`src/common/clock_cfg_params.svh`:
```
// constants of the clock output configuration bank: offsets, fields, resets, timing
// assumes inclusion by bare name from the package and design files
`ifndef CLOCK_CFG_PARAMS_SVH
`define CLOCK_CFG_PARAMS_SVH

// ---------------------------------------------------------------
// serial write framing
// ---------------------------------------------------------------
`define DEV_WRITE_ADDR 8'hD2
`define DUMMY_BYTES 3'h2
`define CFG_BYTES 3'h6
`define BITS_PER_BYTE 4'h8

// ---------------------------------------------------------------
// configuration byte offsets
// ---------------------------------------------------------------
`define FUNCTION_FREQUENCY_SELECT 3'h0
`define FAST_AND_USB_CLOCK_ENABLE 3'h1
`define BUS_CLOCK_ENABLE 3'h2
`define MEMORY_CLOCK_ENABLE_LOW 3'h3
`define MEMORY_CLOCK_ENABLE_HIGH 3'h4
`define PERIPHERAL_CLOCK_ENABLE 3'h5

// ---------------------------------------------------------------
// field positions and reset values
// ---------------------------------------------------------------
`define FUNC_MODE_LSB 0
`define FUNC_USB_48_BIT 2
`define FUNC_WRITE_MASK 8'h07
`define FUNC_RESET 8'h00
`define ENABLE_RESET 8'hFF
`define MODE_TRISTATE 2'h3
`define MODE_SPREAD 2'h2
`define EN_AUX_BIT 7
`define EN_USB_BIT 6
`define EN_FAST_A_BIT 0
`define EN_FAST_B_BIT 2
`define EN_FREE_BUS_BIT 6
`define EN_REF_BIT 0

// ---------------------------------------------------------------
// clock output slots
// ---------------------------------------------------------------
`define NUM_CLOCK_OUTPUTS 13
`define SLOT_FAST_A 0
`define SLOT_FAST_B 1
`define SLOT_MEM_A 2
`define SLOT_BUS_0 6
`define SLOT_FREE_BUS 9
`define SLOT_AUX 10
`define SLOT_USB 11
`define SLOT_REF 12

// ---------------------------------------------------------------
// timing
// ---------------------------------------------------------------
`define CLOCK_FREQ_KHZ 20000
`define STRAP_TIME_MS 10
`define STRAP_CYCLES (`STRAP_TIME_MS * `CLOCK_FREQ_KHZ)

`endif

```
`src/common/clock_cfg_pkg.sv`:
```
// types shared by the clock output configuration bank
// assumes the params header sits next to it on the include path
`include "clock_cfg_params.svh"

package clock_cfg_pkg;

	// ---------------------------------------------------------------
	// serial slave states, gray along the write path
	// ---------------------------------------------------------------
	typedef enum logic [2:0] {
		SER_IDLE = 3'h0,
		SER_ADDR = 3'h1,
		SER_ADDR_ACK = 3'h3,
		SER_DATA = 3'h2,
		SER_DATA_ACK = 3'h6
	} ser_state_t;

	// three-level strap reading
	typedef enum logic [1:0] {
		LEVEL_ZERO = 2'h0,
		LEVEL_MID = 2'h1,
		LEVEL_ONE = 2'h3
	} level3_t;

endpackage

```
`src/core/pin_sync.sv`:
```
// two flip-flop synchroniser for a group of pin levels
// assumes each bit is a slow level, not a bus of related values
`timescale 1ns/1ns

module pin_sync #(
	parameter int unsigned WIDTH = 1
) (
	input wire logic clock,
	input wire logic rst,
	input wire logic [WIDTH-1:0] pin,
	output logic [WIDTH-1:0] level
);
	logic [WIDTH-1:0] meta_q;

	// an empty group has nothing to carry
	generate
		if (WIDTH < 1) begin : g_bad_width
			$error("pin group must hold at least one bit");
		end
	endgenerate

	// first stage is read only by the second
	always_ff @(posedge clock or posedge rst) begin
		if (rst) begin
			meta_q <= '0;
			level <= '0;
		end else begin
			meta_q <= pin;
			level <= meta_q;
		end
	end
endmodule

```
`src/core/clock_gate.sv`:
```
// runt-free gate for one clock output slot
// assumes phase is a divider level on the same clock as this logic
`timescale 1ns/1ns

module clock_gate (
	input wire logic clock,
	input wire logic rst,
	input wire logic phase,
	input wire logic enable,
	output logic gated
);
	logic en_q;

	// enable only moves while the phase is low, so no cut pulse
	always_ff @(posedge clock or posedge rst) begin
		if (rst) begin
			en_q <= 1'b0;
			gated <= 1'b0;
		end else begin
			if (!phase) begin
				en_q <= enable;
			end
			gated <= phase & en_q;
		end
	end
endmodule

```
`src/core/clock_output_config_bank.sv`:
```
// write-only configuration bank of a multi-output clock synthesizer
// assumes a serial bus master on scl/sda pins, pads with pulls and a pll phase per output
`timescale 1ns/1ns
`include "clock_cfg_params.svh"

module clock_output_config_bank
	import clock_cfg_pkg::*;
#(
	parameter int unsigned STRAP_CYCLES = `STRAP_CYCLES
) (
	input wire logic clock,
	input wire logic rst,
	input wire logic scl_pin,
	input wire logic sda_pin,
	output logic sda_out,
	output logic sda_oe,
	input wire logic host_pair_disable_strap,
	input wire logic usb_freq_strap,
	input wire logic low_emi_strap,
	input wire logic host_speed_strap,
	input wire logic host_stop_strap,
	input wire logic bus_stop_strap,
	input wire logic cpu_slow_select_strap,
	input wire logic free_bus_select_above_low,
	input wire logic free_bus_select_above_high,
	input wire logic aux_freq_above_low,
	input wire logic aux_freq_above_high,
	input wire logic out_tristate_above_low,
	input wire logic out_tristate_above_high,
	input wire logic [`NUM_CLOCK_OUTPUTS-1:0] clk_phase,
	output logic [`NUM_CLOCK_OUTPUTS-1:0] clk_out,
	output logic [`NUM_CLOCK_OUTPUTS-1:0] clk_oe,
	output logic strap_bias_en,
	output logic straps_done,
	output logic [6:0] strap_levels,
	output clock_cfg_pkg::level3_t free_bus_select_level,
	output clock_cfg_pkg::level3_t aux_freq_level,
	output clock_cfg_pkg::level3_t out_tristate_level,
	output logic usb_48,
	output logic spread_host,
	output logic spread_bus
);
	import clock_cfg_pkg::*;

	localparam int unsigned TW = $clog2(STRAP_CYCLES + 1);

	// ---------------------------------------------------------------
	// parameter check
	// ---------------------------------------------------------------
	generate
		if (STRAP_CYCLES < 3) begin : g_bad_strap
			$error("strap window must outlast the two-stage pin sync");
		end
	endgenerate

	// ---------------------------------------------------------------
	// state of the block, less the pin synchroniser and the output gates
	// ---------------------------------------------------------------
	typedef struct packed {
		logic scl_prev;
		logic sda_prev;
		ser_state_t st;
		logic [3:0] bit_cnt;
		logic [7:0] shift;
		logic [2:0] byte_idx;
		logic sda_oe;
		logic sda_out;
		logic [5:0][7:0] cfg;
		logic byte0_written;
		logic [TW-1:0] timer;
		logic straps_done;
		logic strap_bias_en;
		logic [6:0] strap2;
		level3_t free_bus_sel;
		level3_t aux_freq_sel;
		level3_t out_tristate_sel;
		logic [`NUM_CLOCK_OUTPUTS-1:0] clk_en;
		logic [`NUM_CLOCK_OUTPUTS-1:0] clk_oe;
		logic usb_48;
		logic spread_host;
		logic spread_bus;
	} state_t;

	state_t s_q;
	state_t s_d;

	// ---------------------------------------------------------------
	// helpers
	// ---------------------------------------------------------------
	// window comparators give zero, mid or one; a crossed pair reads mid
	function automatic level3_t decode3(input logic above_low, input logic above_high);
		if (above_low && above_high) begin
			decode3 = LEVEL_ONE;
		end else if (!above_low && !above_high) begin
			decode3 = LEVEL_ZERO;
		end else begin
			decode3 = LEVEL_MID;
		end
	endfunction

	// map the stored bytes onto the output slots
	function automatic logic [`NUM_CLOCK_OUTPUTS-1:0] slot_enables(input logic [5:0][7:0] cfg);
		logic [`NUM_CLOCK_OUTPUTS-1:0] en;
		en = '0;
		// one bit of each equal pair is used; the master keeps them alike
		en[`SLOT_FAST_A] = cfg[`FAST_AND_USB_CLOCK_ENABLE][`EN_FAST_A_BIT];
		en[`SLOT_FAST_B] = cfg[`FAST_AND_USB_CLOCK_ENABLE][`EN_FAST_B_BIT];
		en[`SLOT_AUX] = cfg[`FAST_AND_USB_CLOCK_ENABLE][`EN_AUX_BIT];
		en[`SLOT_USB] = cfg[`FAST_AND_USB_CLOCK_ENABLE][`EN_USB_BIT];
		en[`SLOT_MEM_A+3:`SLOT_MEM_A] = cfg[`MEMORY_CLOCK_ENABLE_LOW][3:0];
		en[`SLOT_BUS_0+2:`SLOT_BUS_0] = cfg[`BUS_CLOCK_ENABLE][2:0];
		en[`SLOT_FREE_BUS] = cfg[`BUS_CLOCK_ENABLE][`EN_FREE_BUS_BIT];
		en[`SLOT_REF] = cfg[`PERIPHERAL_CLOCK_ENABLE][`EN_REF_BIT];
		// the fifth byte is kept but feeds no slot
		slot_enables = en;
	endfunction

	// ---------------------------------------------------------------
	// pin synchronisers
	// ---------------------------------------------------------------
	logic scl_s;
	logic sda_s;
	logic [6:0] strap2_s;
	logic [5:0] strap3_s;

	pin_sync #(
		.WIDTH(15)
	) u_pin_sync (
		.clock(clock),
		.rst(rst),
		.pin({scl_pin, sda_pin,
			host_pair_disable_strap, usb_freq_strap, low_emi_strap, host_speed_strap,
			host_stop_strap, bus_stop_strap, cpu_slow_select_strap,
			free_bus_select_above_low, free_bus_select_above_high,
			aux_freq_above_low, aux_freq_above_high,
			out_tristate_above_low, out_tristate_above_high}),
		.level({scl_s, sda_s, strap2_s, strap3_s})
	);

	// ---------------------------------------------------------------
	// next state
	// ---------------------------------------------------------------
	logic ser_start;
	logic ser_stop;
	logic scl_rise;
	logic scl_fall;
	logic power_down;
	logic [2:0] slot;
	logic [1:0] mode;

	always_comb begin
		s_d = s_q;
		slot = s_q.byte_idx - `DUMMY_BYTES;
		ser_start = scl_s & s_q.sda_prev & ~sda_s;
		ser_stop = scl_s & ~s_q.sda_prev & sda_s;
		scl_rise = scl_s & ~s_q.scl_prev;
		scl_fall = ~scl_s & s_q.scl_prev;
		// host stop strap pin low means power-down; it stays a live input
		power_down = s_q.straps_done & ~strap2_s[2];
		s_d.scl_prev = scl_s;
		s_d.sda_prev = sda_s;
		s_d.sda_out = 1'b0;

		// strap window: pulls on, sample every cycle, freeze at the end
		if (!s_q.straps_done) begin
			s_d.strap_bias_en = 1'b1;
			s_d.strap2 = strap2_s;
			s_d.free_bus_sel = decode3(strap3_s[5], strap3_s[4]);
			s_d.aux_freq_sel = decode3(strap3_s[3], strap3_s[2]);
			s_d.out_tristate_sel = decode3(strap3_s[1], strap3_s[0]);
			if (s_q.timer == TW'(STRAP_CYCLES - 1)) begin
				s_d.straps_done = 1'b1;
				s_d.strap_bias_en = 1'b0;
				// usb strap seeds the frequency unless software already chose
				if (!s_q.byte0_written) begin
					s_d.cfg[`FUNCTION_FREQUENCY_SELECT][`FUNC_USB_48_BIT] = strap2_s[5];
				end
			end else begin
				s_d.timer = s_q.timer + 1'b1;
			end
		end

		// serial slave, write only
		case (s_q.st)
			SER_IDLE: begin
				s_d.sda_oe = 1'b0;
			end
			SER_ADDR: begin
				if (scl_rise) begin
					s_d.shift = {s_q.shift[6:0], sda_s};
					s_d.bit_cnt = s_q.bit_cnt + 1'b1;
				end else if (scl_fall && s_q.bit_cnt == `BITS_PER_BYTE) begin
					// a read address is left unanswered: nothing to read back
					if (s_q.shift == `DEV_WRITE_ADDR) begin
						s_d.sda_oe = 1'b1;
						s_d.st = SER_ADDR_ACK;
					end else begin
						s_d.st = SER_IDLE;
					end
				end
			end
			SER_ADDR_ACK: begin
				if (scl_fall) begin
					s_d.sda_oe = 1'b0;
					s_d.bit_cnt = '0;
					s_d.byte_idx = '0;
					s_d.st = SER_DATA;
				end
			end
			SER_DATA: begin
				if (scl_rise) begin
					s_d.shift = {s_q.shift[6:0], sda_s};
					s_d.bit_cnt = s_q.bit_cnt + 1'b1;
				end else if (scl_fall && s_q.bit_cnt == `BITS_PER_BYTE) begin
					// command and count bytes are acknowledged and dropped
					if (s_q.byte_idx < `DUMMY_BYTES) begin
						s_d.sda_oe = 1'b1;
						s_d.st = SER_DATA_ACK;
					end else if (slot < `CFG_BYTES) begin
						// a byte lands only once all eight bits are in
						if (slot == `FUNCTION_FREQUENCY_SELECT) begin
							s_d.cfg[slot] = s_q.shift & `FUNC_WRITE_MASK;
							s_d.byte0_written = 1'b1;
						end else begin
							s_d.cfg[slot] = s_q.shift;
						end
						s_d.sda_oe = 1'b1;
						s_d.st = SER_DATA_ACK;
					end else begin
						// past the sixth byte: refuse with no acknowledge
						s_d.st = SER_IDLE;
					end
				end
			end
			SER_DATA_ACK: begin
				if (scl_fall) begin
					s_d.sda_oe = 1'b0;
					s_d.bit_cnt = '0;
					s_d.byte_idx = s_q.byte_idx + 1'b1;
					// the byte index would wrap after the sixth byte, so stop taking
					s_d.st = (slot == `CFG_BYTES - 3'h1) ? SER_IDLE : SER_DATA;
				end
			end
			default: begin
				s_d.st = SER_IDLE;
				s_d.sda_oe = 1'b0;
			end
		endcase

		// start restarts the frame, stop ends loading
		if (ser_start) begin
			s_d.st = SER_ADDR;
			s_d.bit_cnt = '0;
			s_d.sda_oe = 1'b0;
		end else if (ser_stop) begin
			s_d.st = SER_IDLE;
			s_d.sda_oe = 1'b0;
		end

		// power-down floats the serial pins, stored bytes untouched
		if (power_down) begin
			s_d.st = SER_IDLE;
			s_d.sda_oe = 1'b0;
		end

		// output modes follow the stored first byte
		mode = s_d.cfg[`FUNCTION_FREQUENCY_SELECT][`FUNC_MODE_LSB+1:`FUNC_MODE_LSB];
		s_d.usb_48 = s_d.cfg[`FUNCTION_FREQUENCY_SELECT][`FUNC_USB_48_BIT];
		// 01 is plain normal operation, no test mode behind it
		s_d.spread_host = (mode == `MODE_SPREAD);
		s_d.spread_bus = (mode == `MODE_SPREAD);
		// clocks only start once the strap window has closed
		s_d.clk_en = s_d.straps_done ? slot_enables(s_d.cfg) : '0;
		// a disabled slot still drives low; only tristate mode and the open strap window float
		if (!s_d.straps_done || mode == `MODE_TRISTATE) begin
			s_d.clk_oe = '0;
		end else begin
			s_d.clk_oe = '1;
		end
	end

	// ---------------------------------------------------------------
	// state register
	// ---------------------------------------------------------------
	always_ff @(posedge clock or posedge rst) begin
		if (rst) begin
			s_q <= '0;
			s_q.scl_prev <= 1'b1;
			s_q.sda_prev <= 1'b1;
			s_q.st <= SER_IDLE;
			s_q.cfg[`FUNCTION_FREQUENCY_SELECT] <= `FUNC_RESET;
			s_q.cfg[`FAST_AND_USB_CLOCK_ENABLE] <= `ENABLE_RESET;
			s_q.cfg[`BUS_CLOCK_ENABLE] <= `ENABLE_RESET;
			s_q.cfg[`MEMORY_CLOCK_ENABLE_LOW] <= `ENABLE_RESET;
			s_q.cfg[`MEMORY_CLOCK_ENABLE_HIGH] <= `ENABLE_RESET;
			s_q.cfg[`PERIPHERAL_CLOCK_ENABLE] <= `ENABLE_RESET;
			s_q.strap_bias_en <= 1'b1;
			s_q.free_bus_sel <= LEVEL_MID;
			s_q.aux_freq_sel <= LEVEL_MID;
			s_q.out_tristate_sel <= LEVEL_MID;
		end else begin
			s_q <= s_d;
		end
	end

	// ---------------------------------------------------------------
	// runt-free output gates
	// ---------------------------------------------------------------
	generate
		for (genvar i = 0; i < `NUM_CLOCK_OUTPUTS; i++) begin : g_gate
			clock_gate u_gate (
				.clock(clock),
				.rst(rst),
				.phase(clk_phase[i]),
				.enable(s_q.clk_en[i]),
				.gated(clk_out[i])
			);
		end
	endgenerate

	// ---------------------------------------------------------------
	// outputs, all from the state register
	// ---------------------------------------------------------------
	assign sda_out = s_q.sda_out;
	assign sda_oe = s_q.sda_oe;
	assign clk_oe = s_q.clk_oe;
	assign strap_bias_en = s_q.strap_bias_en;
	assign straps_done = s_q.straps_done;
	assign strap_levels = s_q.strap2;
	assign free_bus_select_level = s_q.free_bus_sel;
	assign aux_freq_level = s_q.aux_freq_sel;
	assign out_tristate_level = s_q.out_tristate_sel;
	assign usb_48 = s_q.usb_48;
	assign spread_host = s_q.spread_host;
	assign spread_bus = s_q.spread_bus;
endmodule

```
`config.mk`:
```
export PLATFORM = sky130hd
export DESIGN_NAME = clock_output_config_bank
export DESIGN_NICKNAME = d
export VERILOG_FILES = /design/src/common/clock_cfg_pkg.sv /design/src/core/pin_sync.sv /design/src/core/clock_gate.sv /design/src/core/clock_output_config_bank.sv
export VERILOG_INCLUDE_DIRS = /design/src /design/src/common
export SDC_FILE = /design/constraint.sdc
export NUM_CORES = 1
export LEC_CHECK = 0
export BUFFER_PORTS_ARGS = -buffer_cell sky130_fd_sc_hd__clkbuf_2
export CORE_MARGIN = 1.5
export CORE_UTILIZATION = 55
export CTS_BUF_LIST = sky130_fd_sc_hd__clkbuf_8
export CTS_CLUSTER_DIAMETER = 200
export DETAILED_ROUTE_END_ITERATION = 12
export PLACE_DENSITY = 0.79
export SLEW_MARGIN = 0
export SYNTH_ARGS = -nofsm -noshare
export SYNTH_HDL_FRONTEND = slang
export SYNTH_SLANG_ARGS = --single-unit
export TNS_END_PERCENT = 20
```
`constraint.sdc`:
```
create_clock -name clock -period 11.9 [get_ports clock]
set_clock_uncertainty 0.15 [all_clocks]
set_input_delay 0.595 -clock clock [delete_from_list [all_inputs] [get_ports clock]]
set_output_delay 0.595 -clock clock [all_outputs]
set_load 0.1 [all_outputs]
```
**After elaboration in Yosys (flattened, before gate mapping)**

Cells that the tools add are included.

- Multiplexer cells: 55
- Add/subtract/negate cells: 4
- Reductions and logical operators: 29
- Bitwise operators: 29
- Order comparisons: 4
- Equality and inequality tests: 24

Operators by type and width:

| kind | count |
|---|---|
| 42-bit two-way mux | 5 |
| 48-bit bitwise mux | 2 |
| 48-bit two-way mux | 1 |
| 5-bit inequality test (second input constant) | 7 |
| 3-bit two-way mux | 9 |
| 13-bit two-way mux | 2 |
| 8-bit demux with 3-bit select | 1 |
| 1-bit bitwise AND | 20 |
| 18-bit by 1-bit adder with 18-bit output (second input constant) | 1 |
| 18-bit equality test (second input constant) | 1 |
| 1-bit two-way mux | 17 |
| 15-bit two-way mux | 1 |
| 3-bit one-hot mux with 5 select lines | 1 |
| 7-bit two-way mux | 2 |
| 12-bit two-way mux | 1 |
| 2-bit two-way mux | 6 |
| 4-bit two-way mux | 3 |
| 4-bit one-hot mux with 3 select lines | 1 |
| 1-bit NOT | 9 |
| 8-bit equality test (second input constant) | 1 |
| 1-bit logical AND | 8 |
| 8-bit two-way mux | 1 |
| 8-bit AND reduction | 1 |
| 1-bit logical NOT | 7 |
| other kinds (30) | 37 |

- Bits of input ports: 30
- Output and inout bits: 46
- Logic and storage cells: 203
- Flip-flop bits (word level): 187

**Logic depth before layout (Yosys ltp)**

- Depth after elaboration: 15
- Mapped depth: 7
- Gate-level depth less buffers: 6

**Modules after synthesis**

A second synthesis with hierarchy kept.

- Cells, all modules: 468
- Area total of the unflattened synthesis: 5840.6 µm²

Modules (own cells, without submodules):

| module | cells each | instances | area an instance (µm²) | seq. area each (µm²) |
|---|---|---|---|---|
| clock_output_config_bank | 372 | 1 | 4093.9 | 2175.8 |
| clock_gate | 5 | 13 | 76.3 | 50.0 |
| pin_sync | 31 | 1 | 754.5 | 750.7 |

**Worst setup path before layout**

OpenSTA, ideal clock, no wires.

- Kind: reg-to-reg
- From: register s_q[114] in the netlist's numbering
- To: register s_q[18] in the netlist's numbering
- Slack: 9378 ps
- Path buffers: 1
- Required time: 11610 ps
- Library setup time: 140 ps
- Period minus slack after synthesis: 2522 ps
- Arrival: 2232 ps
- Cell stages (with the launch flop): 8
- Path through: dfrtp_1 -> inv_1 -> ha_1 -> or4b_4 -> or4_1 -> buf_2 -> mux2_4 -> nor2b_1

RTL lines:

| element | RTL line | text |
|---|---|---|
| start: declaration | clock_output_config_bank.sv:84 | `state_t s_q;` |

==> summary.md <==
| Metric | Value |
|---|---|
| Outcome | finished, final reports clean |
| Post-route cell area | between 6000 and 7000 um2 |
| Antenna-violating nets left | 0 |
| Crit path time final | about 2700 ps |
| Total design power | 0.0009689 W |
| DR pass1 iterations | 4 |
| Drt initial violations | around 230 |
| CTS tree | done |
| Max-Cap Viols | 0 |
| Commonest non-fill, non-tap cell in the layout | dfrtp_1 |
| HP Class | in2async |
| Number of distinct library cells after synthesis | between 50 and 60 |
| Rows | 37 |
| Area growth, synth to finish | 10.65% |
| Total grt overflow | 0 |
| CTS Sinks | ~140 |
| Via density | ~5.3 |
| Setup repair after global routing missed its margin | false |
| Max Fclk | 367.6 MHz |
| Die area | 11380 um2 |
| Synth area leaders | dfrtp_1, dfstp_2, mux2_2, buf_4, ha_1 |
| Setup violators final | 0 |
| Largest net degree at the start of global routing | 76 |
| First-pass GRT wire length | around 17000 um |
| Hold slack | roughly 100 ps |
| Clk Latency, worst-skew pair | 440 ps |
| DIE WIDTH | about 110 um |
| CP startpoint kind | flip-flop |
| Setup TNS | 0 ps |
| Post-CTS setup repair buffer count | 0 |
| Gate power share | 0.055 |
| Initial antenna violation count | 0 |
| H-tree Lvls | 4 |
| DR WL/cell | ~15 um |
| Tcrit/Tclk final | 0.2286 |
| Fillers | between 800 and 900 |
| Final nets | 556 |
| Via count | approximately 3.5k |
| Maximum clock insertion buffer count | 2 |
| Die H | 106.7 um |
| Clock transition at the registers of the reported paths | about 70 ps |
| Internal | roughly 0.00074 W |
| Synth warn | 0 |
| Count of final hold-check violations | 0 |
| Dpl cell area | just over 6000 um2 |
| Share of cells above drive strength 1 | 0.3214 |
| CTS resizes | 0 |
| Sequential-to-total area share from yosys stat | 0.6052 |
| Final WS setup | about 9000 ps |
| Slew at the pin closest to its max-slew limit | 817.3 ps |
| Pwr per Cell Area | between 100 and 150 nW/um2 |
| Place WS | a little over 9000 ps |
| Root buf cell | clkbuf_8 |
| Effective utilization at floorplan | 0.5700 |
| Critical Path RT | 12060 ps |
| Fraction of registers with async set/reset | 1.000 |
| Port bufs | 74 |
| Synth area leader | dfrtp_1 |
| Crit Path Category | reg2reg |
| Crit-path max FO | 7 |
| Global placer's final weighted congestion | 0.8790 |
| Sw power | around 0.00023 W |
| Slew Viols, Final | 0 |
| Synthesized netlist cell count | between 400 and 500 |
| Vias in the first global route | 3566 |
| Hpwl dp | 6664 um |
| Sequential power share | 0.528 |
| Hold Buf Count CTS | 0 |
| Routed Wire Length | about 9700 um |
| I/O pins | between 70 and 80 |
| Total track usage | 0.1920 |
| Synth top area share | 0.5207 |
| Sw frac | 0.2341 |
| Leak | between 3 and 4 nW |
| Peak supply drop | slightly below 0.00009 V |
| Rel. slew slack | 0.4551 |
| Ant. Diodes | 0 |
| Commonest cells after routing, fill and taps aside | dfrtp_1, clkbuf_2, mux2_2 |
| Post-Syn Area | approximately 5900 um2 |
| Post-synthesis net count | between 500 and 600 |
| Core Region | 10370 um2 |
| Number of CTS-inserted buffers | 17 |
| Clock group share of total power | 0.417 |
| Most used DFF post-synth | dfrtp_1 |
| Synthesized area per cell | 12.50 um2 |
| Critical path endpoint category | flip-flop |
| Residual DRC count | 0 |
| Number of flops mapped to enable cells by yosys | 0 |
| Crit path DAT | 2880 ps |
| Synth Register Bits | between 100 and 150 |
-- worst max-delay path: stages, from the launching register on --
cell and delay (ps):
dfrtp_1 490, inv_1 100, ha_1 220, or4b_4 520
or4_1 630, mux2_4 350, nor2b_1 140
-- synth_stat cells, drive strengths merged (9+ instances only) --
master	number
dfstp	19
and2	14
dfrtp	123
nand2	30
nand3	11
inv	17
a21oi	14
ha	9
o21ai	15
buf	46
nor2	14
xor2	10
mux2	42
nor2b	17
-- per-layer routing --
metal  track usage  up-vias  wire, um
li1              -     1670         -
met1        0.2532     1723      4230
met2        0.3022      134      4781
met3       0.06018       12       598
met4       0.06667        0       125
met5             0        -         0
-- flip-flops by register name (all words and copies together) (netlist names) --
signal / cells
u_pin_sync.meta_q: 15
out_tristate_level: 2
free_bus_select_level: 2
clk_oe: 1
aux_freq_level: 2
s_q: 68
sda_oe: 1
g_gate.u_gate.en_q: 13
straps_done: 1
spread_bus: 1
g_gate.u_gate.gated: 13
strap_bias_en: 1
strap_levels: 7
u_pin_sync.level: 15
-- cell type report --
class	instances	area, um2	share of cell area
inverter	17	68.82	0.01052
tap	136	170.2	0.02602
timing repair buffer	77	392.9	0.06007
clock inverter	13	173.9	0.02659
sequential	142	3577	0.5470
clock buffer	18	247.7	0.03788
multi-input combinational	262	1909	0.2919
-- power groups by stage --
stage / Sequential (W) / Combinational, W / Clock, W
after floorplan: 0.000511 / 0.0000482 / 0
after global placement: 0.000519 / 0.0000532 / 0
after detailed placement: 0.000520 / 0.0000544 / 0
after CTS: 0.000511 / 0.0000545 / 0.000414
after global routing: 0.000514 / 0.0000592 / 0.000434
final: 0.000511 / 0.0000537 / 0.000404
-- metrics by stage --
step | cells | util
3_3_place_gp | 634 | 0.5900
5_1_grt | 665 | 0.6307
3_5_place_dp | 634 | 0.5900
4_1_cts | 665 | 0.6307
6_report | 665 | 0.6307
2_1_floorplan | 473 | -
-- cells by family after synthesis --
family,synth area share
adder cells (fa/ha/maj),0.01905
XOR/XNOR,0.02519
AND/OR/NAND/NOR,0.1336
multiplexers,0.08891
other,0.0006344
buffers and inverters,0.07176
flip-flops,0.6052
AO/OA/AOI/OAI,0.05568
-- worst paths after layout --
check	startpoint	end	slack, ps	cells after the start
setup / recovery	s_q[114]$_DFFE_PP0P_	s_q[19]$_DFF_PP0_	9180	6
hold / removal	rst	out_tristate_level[1]$_DFFE_PP0N_	100	2
setup reg to reg	s_q[114]$_DFFE_PP0P_	s_q[19]$_DFF_PP0_	9180	6
hold reg to reg	u_pin_sync.meta_q[13]$_DFF_PP0_	u_pin_sync.level[13]$_DFF_PP0_	200	0
max in group asynchronous	rst	s_q[115]$_DFFE_PP0P_	10220	3
min in group clock	low_emi_strap	u_pin_sync.meta_q[10]$_DFF_PP0_	110	1
No activity file was read; power rests on OpenSTA's default activity.
